--- src/clock_switch_pkg.sv ---
package clock_switch_pkg;

    // Core clock rate and the settle window after a changeover
    localparam int CORE_CLK_HZ = 25_000_000;
    localparam int SETTLE_TIME_US = 150;
    localparam int SETTLE_CYCLES =
        int'((64'(SETTLE_TIME_US) * 64'(CORE_CLK_HZ) + 64'd999999) / 64'd1000000);
    localparam int SETTLE_W = 12;
    localparam logic [SETTLE_W-1:0] SETTLE_LAST = SETTLE_W'(SETTLE_CYCLES - 1);

    // Pin synchroniser depth
    localparam int SYNC_STAGES = 3;

    // Frame sync generation in bit clock periods
    localparam int FRAME_W = 9;
    localparam int FRAME_LEN_DEFAULT = 64;
    localparam int FRAME_HIGH_DEFAULT = 32;

    typedef enum logic [2:0] {
        SRC_OSC = 3'b001,
        SRC_BITCLK = 3'b010,
        SRC_PLL = 3'b100
    } core_src_t;

    typedef enum logic [2:0] {
        SW_IDLE = 3'b001,
        SW_ARMED = 3'b010,
        SW_SETTLE = 3'b100
    } switch_state_t;

    // Reset values
    localparam core_src_t SRC_RESET = SRC_OSC;
    localparam switch_state_t SW_RESET = SW_IDLE;
    localparam logic PRESENT_RESET = 1'b0;
    localparam logic PIN_HIGH_RESET = 1'b1;

    typedef struct packed {
        logic [SYNC_STAGES-1:0] scl;
        logic [SYNC_STAGES-1:0] sda;
        logic [SYNC_STAGES-1:0] bclk;
        logic [SYNC_STAGES-1:0] present;
        logic scl_f;
        logic sda_f;
        logic sda_f_d;
        logic bclk_f;
        logic bclk_f_d;
        logic present_f;
    } pin_sync_t;

    typedef struct packed {
        pin_sync_t pins;
        switch_state_t state;
        logic applied_present;
        logic target_present;
        logic [SETTLE_W-1:0] wait_cnt;
        core_src_t src;
        logic pll_en;
    } switch_regs_t;

    typedef struct packed {
        logic [FRAME_W-1:0] cnt;
        logic fs;
    } frame_regs_t;

endpackage : clock_switch_pkg

--- src/frame_sync_gen.sv ---
`timescale 1ns/100ps

module frame_sync_gen
    import clock_switch_pkg::*;
#(
    parameter int FRAME_LEN = FRAME_LEN_DEFAULT,
    parameter int FRAME_HIGH = FRAME_HIGH_DEFAULT
) (
    // Clock and reset
    input wire logic i_core_clk,
    input wire logic i_rst,
    // Bit clock edge and mode
    input wire logic i_bclk_rise,
    input wire logic i_enable,
    // Frame clock
    output logic o_frame_sync
);

    localparam logic [FRAME_W-1:0] LAST = FRAME_W'(FRAME_LEN - 1);
    localparam logic [FRAME_W-1:0] HIGH_LAST = FRAME_W'(FRAME_HIGH - 1);

    initial begin
        if (FRAME_LEN < 2 || FRAME_LEN > (1 << FRAME_W) || FRAME_HIGH < 1
            || FRAME_HIGH >= FRAME_LEN) begin
            $error("frame_sync_gen: unsupported frame length or high time");
        end
    end

    frame_regs_t r;
    frame_regs_t next_r;

    // Frame edges are counted in bit clock periods, so the frame tracks the host clock
    always_comb begin
        next_r = r;
        if (!i_enable) begin
            next_r.cnt = '0;
            next_r.fs = 1'b0;
        end else if (i_bclk_rise) begin
            if (r.cnt == LAST) begin
                next_r.cnt = '0;
                next_r.fs = 1'b1;
            end else begin
                next_r.cnt = r.cnt + 1'b1;
                if (r.cnt == HIGH_LAST) begin
                    next_r.fs = 1'b0;
                end
            end
        end
    end

    always_ff @(posedge i_core_clk) begin
        if (i_rst) begin
            r <= '0;
        end else begin
            r <= next_r;
        end
    end

    assign o_frame_sync = r.fs;
endmodule : frame_sync_gen

--- src/core_clock_source_switch.sv ---
`timescale 1ns/100ps

module core_clock_source_switch
    import clock_switch_pkg::*;
#(
    parameter int FRAME_LEN = FRAME_LEN_DEFAULT,
    parameter int FRAME_HIGH = FRAME_HIGH_DEFAULT
) (
    // Clock and reset
    input wire logic i_core_clk,
    input wire logic i_rst,
    // Control port pins
    input wire logic i_scl,
    input wire logic i_sda,
    // Control level from the register file, on the control port domain
    input wire logic i_bit_clock_present,
    // Configuration on the core domain
    input wire logic i_rate_supported,
    input wire logic i_hybrid_master,
    // Audio port bit clock pin
    input wire logic i_audio_port_bit_clock,
    // Clock source control
    output core_src_t o_core_src,
    output logic o_pll_enable,
    output logic o_switch_busy,
    // Frame clock
    output logic o_frame_sync
);

    initial begin
        if (SETTLE_CYCLES < 1 || SETTLE_CYCLES > (1 << SETTLE_W)) begin
            $error("core_clock_source_switch: settle count does not fit");
        end
    end

    switch_regs_t r;
    switch_regs_t next_r;
    logic stop;
    logic bclk_rise;

    // A change counts once the second and third stages agree
    function automatic logic filt(input logic [SYNC_STAGES-1:0] s, input logic f);
        filt = (s[1] == s[2]) ? s[2] : f;
    endfunction : filt

    // Stop: data rises while the clock is high
    assign stop = r.pins.scl_f && r.pins.sda_f && !r.pins.sda_f_d;
    assign bclk_rise = r.pins.bclk_f && !r.pins.bclk_f_d;

    always_comb begin
        next_r = r;
        // Control pins are sampled on their own, free of any audio timing
        next_r.pins.scl = {r.pins.scl[1:0], i_scl};
        next_r.pins.sda = {r.pins.sda[1:0], i_sda};
        next_r.pins.bclk = {r.pins.bclk[1:0], i_audio_port_bit_clock};
        next_r.pins.present = {r.pins.present[1:0], i_bit_clock_present};
        next_r.pins.scl_f = filt(r.pins.scl, r.pins.scl_f);
        next_r.pins.sda_f = filt(r.pins.sda, r.pins.sda_f);
        next_r.pins.sda_f_d = r.pins.sda_f;
        next_r.pins.bclk_f = filt(r.pins.bclk, r.pins.bclk_f);
        next_r.pins.bclk_f_d = r.pins.bclk_f;
        next_r.pins.present_f = filt(r.pins.present, r.pins.present_f);

        case (r.state)
            SW_IDLE: begin
                if (r.pins.present_f != r.applied_present) begin
                    next_r.state = SW_ARMED;
                end
            end
            SW_ARMED: begin
                if (stop) begin
                    next_r.state = SW_SETTLE;
                    next_r.target_present = r.pins.present_f;
                    next_r.wait_cnt = '0;
                    // PLL starts early to lock in time; a PLL still feeding the core stays on
                    next_r.pll_en = r.pll_en || (r.pins.present_f && !i_rate_supported);
                end
            end
            SW_SETTLE: begin
                // Host holds off the bus for this whole window
                if (r.wait_cnt == SETTLE_LAST) begin
                    next_r.state = SW_IDLE;
                    next_r.applied_present = r.target_present;
                    if (!r.target_present) begin
                        next_r.src = SRC_OSC;
                        next_r.pll_en = 1'b0;
                    end else if (i_rate_supported) begin
                        next_r.src = SRC_BITCLK;
                        next_r.pll_en = 1'b0;
                    end else begin
                        next_r.src = SRC_PLL;
                        next_r.pll_en = 1'b1;
                    end
                end else begin
                    // Old source stays on the core until the window closes
                    next_r.wait_cnt = r.wait_cnt + 1'b1;
                end
            end
            default: begin
                next_r.state = SW_IDLE;
            end
        endcase
    end

    always_ff @(posedge i_core_clk) begin
        if (i_rst) begin
            r.pins.scl <= {SYNC_STAGES{PIN_HIGH_RESET}};
            r.pins.sda <= {SYNC_STAGES{PIN_HIGH_RESET}};
            r.pins.bclk <= '0;
            r.pins.present <= {SYNC_STAGES{PRESENT_RESET}};
            r.pins.scl_f <= PIN_HIGH_RESET;
            r.pins.sda_f <= PIN_HIGH_RESET;
            r.pins.sda_f_d <= PIN_HIGH_RESET;
            r.pins.bclk_f <= 1'b0;
            r.pins.bclk_f_d <= 1'b0;
            r.pins.present_f <= PRESENT_RESET;
            r.state <= SW_RESET;
            r.applied_present <= PRESENT_RESET;
            r.target_present <= PRESENT_RESET;
            r.wait_cnt <= '0;
            r.src <= SRC_RESET;
            r.pll_en <= 1'b0;
        end else begin
            r <= next_r;
        end
    end

    assign o_core_src = r.src;
    assign o_pll_enable = r.pll_en;
    assign o_switch_busy = (r.state == SW_SETTLE);

    // Edge detection at core rate; only bit clocks well below half the core rate are tracked
    frame_sync_gen #(
        .FRAME_LEN(FRAME_LEN),
        .FRAME_HIGH(FRAME_HIGH)
    ) u_frame_sync_gen (
        .i_core_clk(i_core_clk),
        .i_rst(i_rst),
        .i_bclk_rise(bclk_rise),
        .i_enable(i_hybrid_master && r.src != SRC_OSC),
        .o_frame_sync(o_frame_sync)
    );
endmodule : core_clock_source_switch

--- config.mk ---
export PLATFORM = sky130hd
export DESIGN_NAME = core_clock_source_switch
export DESIGN_NICKNAME = d
export VERILOG_FILES = /design/src/clock_switch_pkg.sv /design/src/frame_sync_gen.sv /design/src/core_clock_source_switch.sv
export SDC_FILE = /design/constraint.sdc
export NUM_CORES = 1
export LEC_CHECK = 0
export ABC_AREA = 1
export BUFFER_PORTS_ARGS = -buffer_cell sky130_fd_sc_hd__buf_2
export CAP_MARGIN = 10
export CORE_AREA = 2 2 75 77
export CTS_CLUSTER_SIZE = 20
export DETAILED_ROUTE_END_ITERATION = 8
export DIE_AREA = 0 0 77 79
export PLACE_DENSITY_LB_ADDON = 0.05
export SLEW_MARGIN = 20
export SYNTH_ARGS = -nofsm -noshare
export SYNTH_HDL_FRONTEND = slang
export SYNTH_SLANG_ARGS = --single-unit
--- constraint.sdc ---
create_clock -name i_core_clk -period 1.6 [get_ports i_core_clk]
set_input_delay 0.16 -clock i_core_clk [delete_from_list [all_inputs] [get_ports i_core_clk]]
set_output_delay 0.16 -clock i_core_clk [all_outputs]
set_load 0.1 [all_outputs]
# Yosys cells after proc, flatten, opt, wreduce, memory -nomap -nowiden
# Index checks and enable logic that the tools add are counted.
[word_totals]
reg_bits = 49
elab_cells = 69
[classes]
addsub = 2
eq_ne = 16
muxes = 14
bitwise = 1
n_reduce_logical = 18
[ops]
columns = ["operator", "n"]
rows = [
  ["2-to-1 mux 12 bit", 2],
  ["one-hot mux 12 bit (2 select lines)", 1],
  ["adder 12 x 1 -> 12 bit, second input constant", 1],
  ["equality test 12 bit, second input constant", 1],
  ["2-to-1 mux 4 bit", 3],
  ["2-to-1 mux 10 bit", 1],
  ["adder 9 x 1 -> 9 bit, second input constant", 1],
  ["equality test 9 x 5 -> 1 bit, second input constant", 1],
  ["equality test 9 x 6 -> 1 bit, second input constant", 1],
  ["one-hot mux 3 bit (3 select lines)", 1],
  ["AND reduction 3 bit", 3],
  ["2-to-1 mux 3 bit", 2],
  ["!= test 2 bit, second input constant", 3],
  ["AND reduction 2 bit", 3],
  ["logical AND 1 bit", 5],
  ["equality test 1 bit", 4],
  ["nonzero test 2 bit", 2],
  ["equality test 3 x 1 -> 1 bit, second input constant", 1],
  ["equality test 3 x 2 -> 1 bit, second input constant", 1],
  ["equality test 3 bit, second input constant", 1],
  ["zero test 1 bit", 3],
  ["2-to-1 mux 1 bit", 3],
  ["!= test 3 x 1 -> 1 bit, second input constant", 1],
  ["!= test 2 x 1 -> 1 bit, second input constant", 1],
  ["5 further kinds", 5],
]

# Longest topological paths before layout
# Gate-level depths: netlist (run 1).
[logic_depth]
ltp_word = 5
mapped_depth = 10

# Hierarchy
# A second synthesis (run 1) with hierarchy kept.
[hier_totals]
cells_unflattened = 322
hier_area_um2 = 2284.7
[by_module_without_submodules]
columns = ["module", "n_inst", "cells_each", "area_each_um2", "seq_area_each_um2"]
rows = [
  ["core_clock_source_switch", 1, 252, 1773.0, 780.7],
  ["frame_sync_gen", 1, 70, 511.7, 200.2],
]

# Worst setup path after synthesis (run 1)
# Ideal clock, no wire load.
[synth_path]
path_type = "reg2reg"
from = "register r (netlist bit o_pll_enable)"
to = "register r (netlist bit o_pll_enable)"
t_arrival_ps = 1466
required_ps = 1529
path_slack_ps = 64
stages_incl_launch_ff = 6
n_path_buf = 0
synth_period_minus_slack_ps = 1536
cell_sequence = "dfxtp_1 -> o21bai_1 -> nand2_1 -> o21ai_0 -> nand3_1 -> a21oi_1"
[synth_between]
elab_chain_len = 3
[synth_lines]
columns = ["element", "line_no", "source"]
rows = [
  ["from (decl)", "core_clock_source_switch.sv:36", "switch_regs_t r;"],
  ["from (signal assigned)", "core_clock_source_switch.sv:124", "r <= next_r;"],
  ["logical OR 1 bit", "core_clock_source_switch.sv:76", "next_r.pll_en = r.pll_en || (r.pins.present_f && !i_rate_supported);"],
  ["2-to-1 mux 1 bit", "core_clock_source_switch.sv:71", "if (stop) begin"],
  ["one-hot mux 1 bit (2 select lines)", "core_clock_source_switch.sv:64", "case (r.state)"],
]
# No other way between the ends. The select of a mux whose other input is x is not followed.
# A chain may end at the register's enable or synchronous reset.

# Worst setup path after layout (run 1)
[layout_path]
from = "register r[5] (netlist bit)"
to = "register r[13] (netlist bit)"
[layout_between]
elab_chain_len = 3
word_cells_on_any_way = 6
classes_between = "1 x add/sub; 2 x eq/ne; 2 x mux; 1 x reduce/logical"
[layout_lines]
columns = ["element", "line_no"]
rows = [
  ["adder 12 x 1 -> 12 bit or equality test 12 bit (tied branches)", "core_clock_source_switch.sv:96, core_clock_source_switch.sv:81"],
  ["2-to-1 mux 12 bit or != test 2 bit (tied branches)", "-"],
  ["one-hot mux 12 bit (2 select lines) or AND reduction 3 bit (tied branches)", "-"],
]
# Parallel ways exist; a longest one is shown, timed or not. The select of a mux whose other input is x is not followed.

==> results of run 1 <==
[flip-flops by register name, summed over array words and instances, names as in the netlist]
register                       flops
next_r                            10
u_frame_sync_gen.o_frame_sync      1
o_pll_enable                       1
u_frame_sync_gen.r                 9
o_core_src                         3
r                                 25
[what timing repair did]
item                                    4_1_cts  5_1_grt
setup buffers                                 0        5
endpoints found under the setup margin        0        6
gates resized for setup                       0        1
[where the power goes]
group	internal, uW	switching (uW)	leakage [uW]
Sequential	1250	22.8	0.000398
Clock	357	431	0.0000478
Combinational	51.5	82.4	0.000557
Total	1660	536	0.00100
[metrics by stage]
stage	power [uW]	hold WS (ns)	instance area, um^2	worst slack, ns	util (%)
5_1_grt	2300	0.0114	2620	0.00151	49.0
6_report	2190	0.0316	2620	0.162	49.0
3_3_place_gp	1440	0.346	2480	0.138	46.5
2_1_floorplan	1400	0.264	2330	0.0639	-
3_5_place_dp	1430	0.346	2480	0.112	46.5
4_1_cts	2240	0.0154	2580	0.0966	48.3
[cells in the mapped netlist (4+ instances only)]
cell type / number / area (um^2)
a21oi_1: 20 / 100
nand2_2: 6 / 37.5
or2_2: 8 / 50.1
clkbuf_1: 4 / 15.0
nand2_1: 64 / 240
dfxtp_1: 49 / 981
nand3_1: 28 / 140
inv_1: 43 / 161
nand4_1: 4 / 25.0
nor3_1: 5 / 25.0
o21ai_0: 10 / 50.1
nor2_1: 54 / 203
[layer usage]
layer  routed length [um]  up-vias  global-route usage, %  share of wire (%)
li1                     -     1076                      -                  -
met1                 2470      876                   23.7                 52
met2                 2130       29                   27.4                 45
met3                  158        2                   3.30                3.3
met4                   24        0                   5.54               0.50
met5                    0        -                      0                  0
[placed cells by master, fill, tap and decap left out, types with 6 or more instances in the layout]
| cell type | Yosys | layout |
|---|---|---|
| nand3_1 | 28 | 28 |
| clkbuf_8 | 0 | 6 |
| inv_1 | 43 | 43 |
| nor2_1 | 54 | 54 |
| buf_4 | 3 | 9 |
| or2_2 | 8 | 8 |
| o21ai_0 | 10 | 10 |
| nand2_1 | 64 | 64 |
| buf_2 | 0 | 12 |
| dfxtp_1 | 49 | 48 |
| a21oi_1 | 20 | 20 |
| nand2_2 | 6 | 6 |
[worst reg2reg max path, cell delays in order (launching register included)]
cell     delay, ns
dfxtp_1       0.40
inv_1         0.06
ha_1          0.20
nand2_1       0.07
nor2_1        0.04
nand3_1       0.11
nand2_2       0.12
nand2_2       0.17
nand2_1       0.07
nand2_1       0.06
nor2_1        0.04
[logic make-up after synthesis]
family	Yosys count	synth area share, %
AO/OA/AOI/OAI	37	8.44
XOR/XNOR	1	0.376
adder cells (fa/ha/maj)	3	1.61
buffers and inverters	55	9.78
flip-flops	49	42.1
AND/OR/NAND/NOR	185	37.7
[worst max-delay path by stage]
stage | cells past startpoint | endpoint | slack [ns]
2_1_floorplan | 5 | o_pll_enable | 0.06
3_3_place_gp | 7 | r[6] | 0.14
3_5_place_dp | 7 | r[10] | 0.11
4_1_cts | 7 | r[7] | 0.1
5_1_grt | 10 | r[14] | 0.002
6_report | 10 | r[13] | 0.16
[layout make-up]
cell class,instances,area (um^2),area share [%]
Tap cell,72,90.1,3.44
Timing Repair Buffer,22,148,5.64
Sequential cell,49,982,37.5
Clock inverter,2,16.3,0.621
Inverter,47,179,6.84
Multi-Input combinational cell,226,1120,42.8
Clock buffer,6,82.6,3.15
==> metrics.yaml, run 1 <==
fp.dieH_um: 79
die_area_um2: 6080
dp_hpwl_mm: 3.49
fin_setup_tns_ns: 0
dp.cells: 411
cts-root-buf: "clkbuf_8"
cts_tree: "done"
fin_cells: 424
min_from: "i_sda"
path_class: "reg2reg"
power_leakage_uw: 0.00100
setup_viol: 0
cts_hold_buffers: 0
synth_edf_count: 0
ys_ff_latch: 49
crit_path_frequent_cell: "nand2_1"
r2r_start: "r[5]"
cp.required_ns: 1.80
crit_chain: "inv_1 -> ha_1 -> nand2_1 -> nor2_1 -> nand3_1 -> nand2_2 -> nand2_2 -> nand2_1 -> nand2_1 -> nor2_1"
worstMarginPinSlew_ns: 0.488
final_antenna_net_count: 0
hold_viol: 0
cp_max_fo: 7
yosys_warnings: 0
max_cap_violations: 0
drt-wirelength-per-cell_um: 11.3
numCtsBuffers: 5
viasPerCell: 4.68
finalWirelength_mm: 4.78
core_um2: 5340
cts_buffer_depth: 2
gp_congestion: 0.881
io_pins: 14
syn_area_per_cell_um2: 7.06
antenna_found_initial: 0
yosysUniqueCellTypes: 32
final_nets: 362
ys_seq_area_share_pct: 42.1
cts_sinks: 49
grt_max_degree: 27
syn-num-nets: 341
synth_ff_type: "dfxtp_1"
crit_path_start: "r[5]"
slowest_delay_ns: 0.40
h-tree-depth: 2
finalClockSkew_ns: 0.00728
drc: 0
grt-ovfl-total: 0
syn_to_final_growth_pct: 12.4
grt_pass1_wl_mm: 8.39
cp-end-kind: "register"
p_per_area_nw_per_um2: 837
crit_buf_inv: 1
first_pass_iters: 4
fmax_ghz: 0.696
async_flop_share_pct: 0
insertion_delay_ns: 0.30
drive_gt1_share_pct: 17.0
die_x_um: 77
reg2reg_depth: 10
crit_path_top_delay_cell: "dfxtp_1"
netlist_area_um2: 2330
status: "finished clean"
r2r_end: "r[13]"
grt_pass1_vias: 1864
peakVddDrop_mv: 0.496
port_buffers: 13
num-fill-cells: 562
initial_core_util_pct: 43.6
r2r_slack_ns: 0.16
min_path_cells: 2
min_to: "next_r[34]"
clk_pin_slew_ns: 0.09
min_period_ns: 1.44
vias: 1983
slew_headroom_pct: 67.7
grt_setup_unrepaired: "no"
cp_data_arrival_time_ns: 1.64
synthCells: 330
grt_usage_pct: 17.2
diodes: 0
drt_iter0_markers: 69
drv_slew: 0
row_count: 27
min_path_type: "in2reg"
cp_top_family: "simple AND/OR/NAND/NOR gates"
fin_crit_sh_pct: 89.9
critPathLaunchType: "register"
No activity file was read; power rests on OpenSTA's default activity.
==> inputs of run 2 (changes only) <==
--- a/config.mk
+++ b/config.mk
@@ -16,4 +16,5 @@
 export SLEW_MARGIN = 20
 export SYNTH_ARGS = -nofsm -noshare
 export SYNTH_HDL_FRONTEND = slang
+export SYNTH_HIERARCHICAL = 1
 export SYNTH_SLANG_ARGS = --single-unit
==> metrics.yaml, run 2 <==
syn_area_per_cell_um2: 7.10
mostFrequentLayoutCell: "nand2_1"
synthCells: 322
min_period_ns: 1.42
synth_edf_count: 0
drive_gt1_share_pct: 18.5
layout_common_cells: "66 x nand2_1, 52 x nor2_1, 47 x dfxtp_1"
grt_pass1_wl_mm: 8.67
pwr-share-seq_pct: 56.0
vias: 1959
grt-ovfl-total: 0
reg2reg_depth: 10
setup_viol: 0
clockPowerShare_pct: 40.4
status: "finished clean"
finalWirelength_mm: 4.97
fin_setup_tns_ns: 0
finalClockSkew_ns: 0.00730
cts-root-buf: "clkbuf_8"
drt_iter0_markers: 91
yosys_warnings: 6
critPathLaunchType: "register"
port_buffers: 13
drv_slew: 0
cp-end-kind: "register"
initial_core_util_pct: 42.8
yosysUniqueCellTypes: 30
synth_area_leader_cell: "dfxtp_1"
first_pass_iters: 5
row_count: 27
grt_setup_unrepaired: "no"
ys_ff_latch: 49
cts_hold_buffers: 0
fin_crit_sh_pct: 88.9
grt_usage_pct: 18.0
grt_max_degree: 26
cp_max_fo: 7
power_leakage_uw: 0.00104
syn-num-nets: 333
utilization_pct: 49.2
viasPerCell: 4.69
min_path_type: "in2reg"
seqCellArea_um2: 983
netlist_area_um2: 2280
final_nets: 356
h-tree-depth: 2
final_antenna_net_count: 0
core_um2: 5340
ys_seq_area_share_pct: 42.9
p_int_uw: 1740
fmax_ghz: 0.703
cts_sinks: 49
num-fill-cells: 600
yosysTopAreaCellShare_pct: 42.9
design_area_um2: 2630
largest_reg_flops: 25
crit_path_frequent_cell: "nor2_2"
fp.dieH_um: 79
cts_buffer_depth: 2
p_comb_share_pct: 3.6
synth_ff_type: "dfxtp_1"
crit_path_top_delay_cell: "dfxtp_1"
synth_area_leaders: "dfxtp_1 43%, nand2_1 11%, nor2_1 8.9%"
insertion_delay_ns: 0.30
min_path_cells: 2
multi_input_area_um2: 1110
post_dp_cell_area_um2: 2460
cts_tree: "done"
cp.required_ns: 1.84
clk_pin_slew_ns: 0.09
grt_pass1_vias: 1888
max_cap_violations: 0
async_flop_share_pct: 0
worstMarginPinSlew_ns: 0.487
diodes: 0
hold-worst-slack_ns: 0.0296
slowest_delay_ns: 0.40
synthTopCellsByCount: "66 x nand2_1, 54 x nor2_1, 49 x dfxtp_1, 40 x inv_1, 29 x nand3_1"
drc: 0
crit_chain: "inv_1 -> ha_1 -> nand2_1 -> nor2_2 -> nand3_2 -> nand2_4 -> buf_4 -> nor2_2 -> nand3_1 -> o21ai_0"
io_pins: 14
slew_headroom_pct: 67.8
max_flop_register: "r"
gp_congestion: 0.886
path_class: "reg2reg"
antenna_found_initial: 0
peakVddDrop_mv: 0.398
numCtsBuffers: 5
syn_to_final_growth_pct: 15.0
die_area_um2: 6080
swShare_pct: 22.1
p_sw_uw: 493
drt-wirelength-per-cell_um: 11.9
hold_viol: 0
synth.most_common_cell: "nand2_1"
cp_data_arrival_time_ns: 1.66
die_x_um: 77
p_per_area_nw_per_um2: 849
dp_hpwl_mm: 3.66
power_uw: 2230
## run 2: cells by family (layout without fill, tap and decap cells)
logic type | count (synthesis) | count (layout) | share of synthesized area, %
simple gates | 185 | 185 | 37.6
buf+inv | 51 | 75 | 9.25
flops | 49 | 49 | 42.9
compound gates | 31 | 31 | 7.45
fa+ha+maj | 3 | 3 | 1.64
xor+xnor | 3 | 3 | 1.15
## run 2: worst max-delay path, delay by kind of cell (launching register included)
kind | cells | cell delay [ns]
adders and majority gates | 1 | 0.18
DFF | 1 | 0.40
buffers and inverters | 2 | 0.20
and+or+nand+nor | 6 | 0.50
AOI/OAI and AO/OA | 1 | 0.07
## run 2: metal layers
metal	track usage, %	vias to the layer above	part of all wire [%]
met1	22.5	867	47
met2	31.3	26	48
li1	-	1058	-
met3	3.86	8	3.4
met4	5.71	0	1.6
met5	0	-	0
## run 2: area by class of cell
type | count | share of cell area, %
clock inverters | 3 | 1.76
clock buffers | 5 | 2.62
inverters | 42 | 6.10
flip-flops and latches | 49 | 37.4
repair buffers | 25 | 6.48
multi-input cells | 222 | 42.2
well taps | 72 | 3.43
## run 2: repair_timing
item | in CTS | in global routing
resized for setup | 0 | 6
buffers inserted | 0 | 4
endpoints found under the setup margin | 0 | 14
## run 2: final timing paths
kind | from | end | slack [ns]
min | i_scl | next_r[37] | 0.03
min reg2reg | next_r[31] | next_r[32] | 0.41
max reg2reg | r[5] | r[15] | 0.18
max | r[5] | r[15] | 0.18
## run 2: power groups by stage
stage / registers (uW) / clock network [uW] / logic, uW
after detailed placement: 1280 / 0 / 80.8
after global routing: 1250 / 988 / 89.6
final: 1250 / 901 / 80.4
after floorplan: 1280 / 0 / 57.4
after CTS: 1250 / 936 / 81.0
after global placement: 1280 / 0 / 81.0
## run 2: metrics by stage
stage / setup WS (ns) / cells
floorplan: 0.103 / 322
global placement: 0.0877 / 406
detailed placement: 0.0513 / 406
CTS: 0.0284 / 414
global route: 0.00457 / 418
finish: 0.178 / 418
==> inputs of run 3 (changes only) <==
--- a/config.mk
+++ b/config.mk
@@ -12,6 +12,7 @@
 export CTS_CLUSTER_SIZE = 20
 export DETAILED_ROUTE_END_ITERATION = 8
 export DIE_AREA = 0 0 77 79
+export MAX_ROUTING_LAYER = met4
 export PLACE_DENSITY_LB_ADDON = 0.05
 export SLEW_MARGIN = 20
 export SYNTH_ARGS = -nofsm -noshare
==> metrics.yaml, run 3 (synthesis results as in run 2) <==
cp_max_fo: 7
p_comb_share_pct: 3.6
finalWirelength_mm: 4.99
cts_tree: "done"
fp.dieH_um: 79
crit_path_top_delay_cell: "dfxtp_1"
grt_pass1_vias: 1885
busiest_layer: "met2"
fin_crit_sh_pct: 89.6
clk_pin_slew_ns: 0.09
cts_buffer_depth: 2
fin_setup_tns_ns: 0
crit_path_frequent_cell: "nor2_2"
vias: 1958
first_pass_iters: 5
path_class: "reg2reg"
slowest_delay_ns: 0.41
cp_top_family: "simple AND/OR/NAND/NOR gates"
drive_gt1_share_pct: 18.5
max_flop_register: "r"
grt_max_degree: 26
viasPerCell: 4.68
mostFrequentLayoutCell: "nand2_1"
numCtsBuffers: 5
grt_setup_unrepaired: "no"
grt_usage_pct: 18.6
reg2reg_depth: 10
cts-root-buf: "clkbuf_8"
grt-ovfl-total: 0
die_area_um2: 6080
p_per_area_nw_per_um2: 852
status: "finished clean"
min_path_cells: 2
dp_hpwl_mm: 3.66
cp_data_arrival_time_ns: 1.68
pwr-share-seq_pct: 55.8
hold_viol: 0
fin_cells: 418
layout_common_cells: "66 x nand2_1, 52 x nor2_1, 47 x dfxtp_1"
dp.cells: 406
final_nets: 356
swShare_pct: 22.4
critical_path_cell_count: 10
syn_to_final_growth_pct: 15.0
finalClockSkew_ns: 0.00897
insertion_delay_ns: 0.31
drt-wirelength-per-cell_um: 11.9
critPathLaunchType: "register"
min_path_type: "in2reg"
fmax_ghz: 0.698
diodes: 0
crit_chain: "inv_1 -> ha_1 -> nand2_1 -> nor2_2 -> nand3_2 -> nand2_4 -> buf_4 -> nor2_2 -> nand3_1 -> o21ai_0"
die_x_um: 77
initial_core_util_pct: 42.8
peakVddDrop_mv: 0.398
final_antenna_net_count: 0
drv_slew: 0
met3_usage_pct: 4.09
clockPowerShare_pct: 40.6
p_sw_uw: 501
grt_use_met1_pct: 22.5
min_period_ns: 1.43
worstMarginPinSlew_ns: 0.488
p_int_uw: 1740
row_count: 27
slew_headroom_pct: 67.7
crit_buf_inv: 2
port_buffers: 13
cts_sinks: 49
drc: 0
drt_iter0_markers: 103
grt_pass1_wl_mm: 8.66
h-tree-depth: 2
max_cap_violations: 0
cp.required_ns: 1.84
power_uw: 2240
io_pins: 14
antenna_found_initial: 0
gp_congestion: 0.900
power_leakage_uw: 0.00104
cp-end-kind: "register"
grtUsageMet2_pct: 31.3
core_um2: 5340
setup_viol: 0
largest_reg_flops: 25
num-fill-cells: 600
==> run 3: cell counts in the layout (fill, tap and decap cells not counted) <==
Identical to the previous run, type by type.
==> run 3: repair_timing <==
action                                  4_1_cts  5_1_grt
gates resized for setup                       0        6
hold buffers                                  0        0
setup buffers                                 0        4
endpoints found under the setup margin        0       14
==> run 3: worst reg2reg max path: stages, from the launching register on <==
cell,delay [ns]
dfxtp_1,0.41
inv_1,0.06
ha_1,0.18
nand2_1,0.08
nor2_2,0.05
nand3_2,0.11
nand2_4,0.09
buf_4,0.15
nor2_2,0.10
nand3_1,0.08
o21ai_0,0.07
==> run 3: worst paths after layout <==
check                           slack (ns)    endpoint       start
worst max register to register        0.17       r[15]        r[5]
worst max-delay path                  0.17       r[15]        r[5]
worst min-delay path                  0.02  next_r[37]       i_scl
worst min register to register        0.41  next_r[32]  next_r[31]
==> run 3: final cells by class <==
type                            instances  area (um^2)  area share [%]
Multi-Input combinational cell        222         1110            42.2
Sequential cell                        49          983            37.4
Timing Repair Buffer                   25          170            6.48
Inverter                               42          160            6.10
Tap cell                               72         90.1            3.43
Clock buffer                            5         68.8            2.62
Clock inverter                          3         46.3            1.76
==> run 3: power by group through the flow <==
stage               sequential, uW  combinational [uW]  clock [uW]
finish                        1250                80.3         909
global route                  1250                89.6         991
CTS                           1250                81.0         936
detailed placement            1280                80.8           0
global placement              1280                81.0           0
floorplan                     1280                57.4           0
==> run 3: per-layer routing <==
metal	part of all wire, %	up-vias
met4	1.6	0
met3	3.2	7
li1	-	1059
met2	48	25
met1	47	867
met5	0	-
==> run 3: through the flow <==
step / setup slack [ns] / area, um^2 / utilization (%) / hold slack, ns
floorplan: 0.103 / 2290 / - / 0.264
global placement: 0.0877 / 2460 / 46.2 / 0.341
detailed placement: 0.0513 / 2460 / 46.2 / 0.348
CTS: 0.0284 / 2580 / 48.3 / 0.0203
global route: 0.00450 / 2630 / 49.2 / 0.0153
finish: 0.167 / 2630 / 49.2 / 0.0243
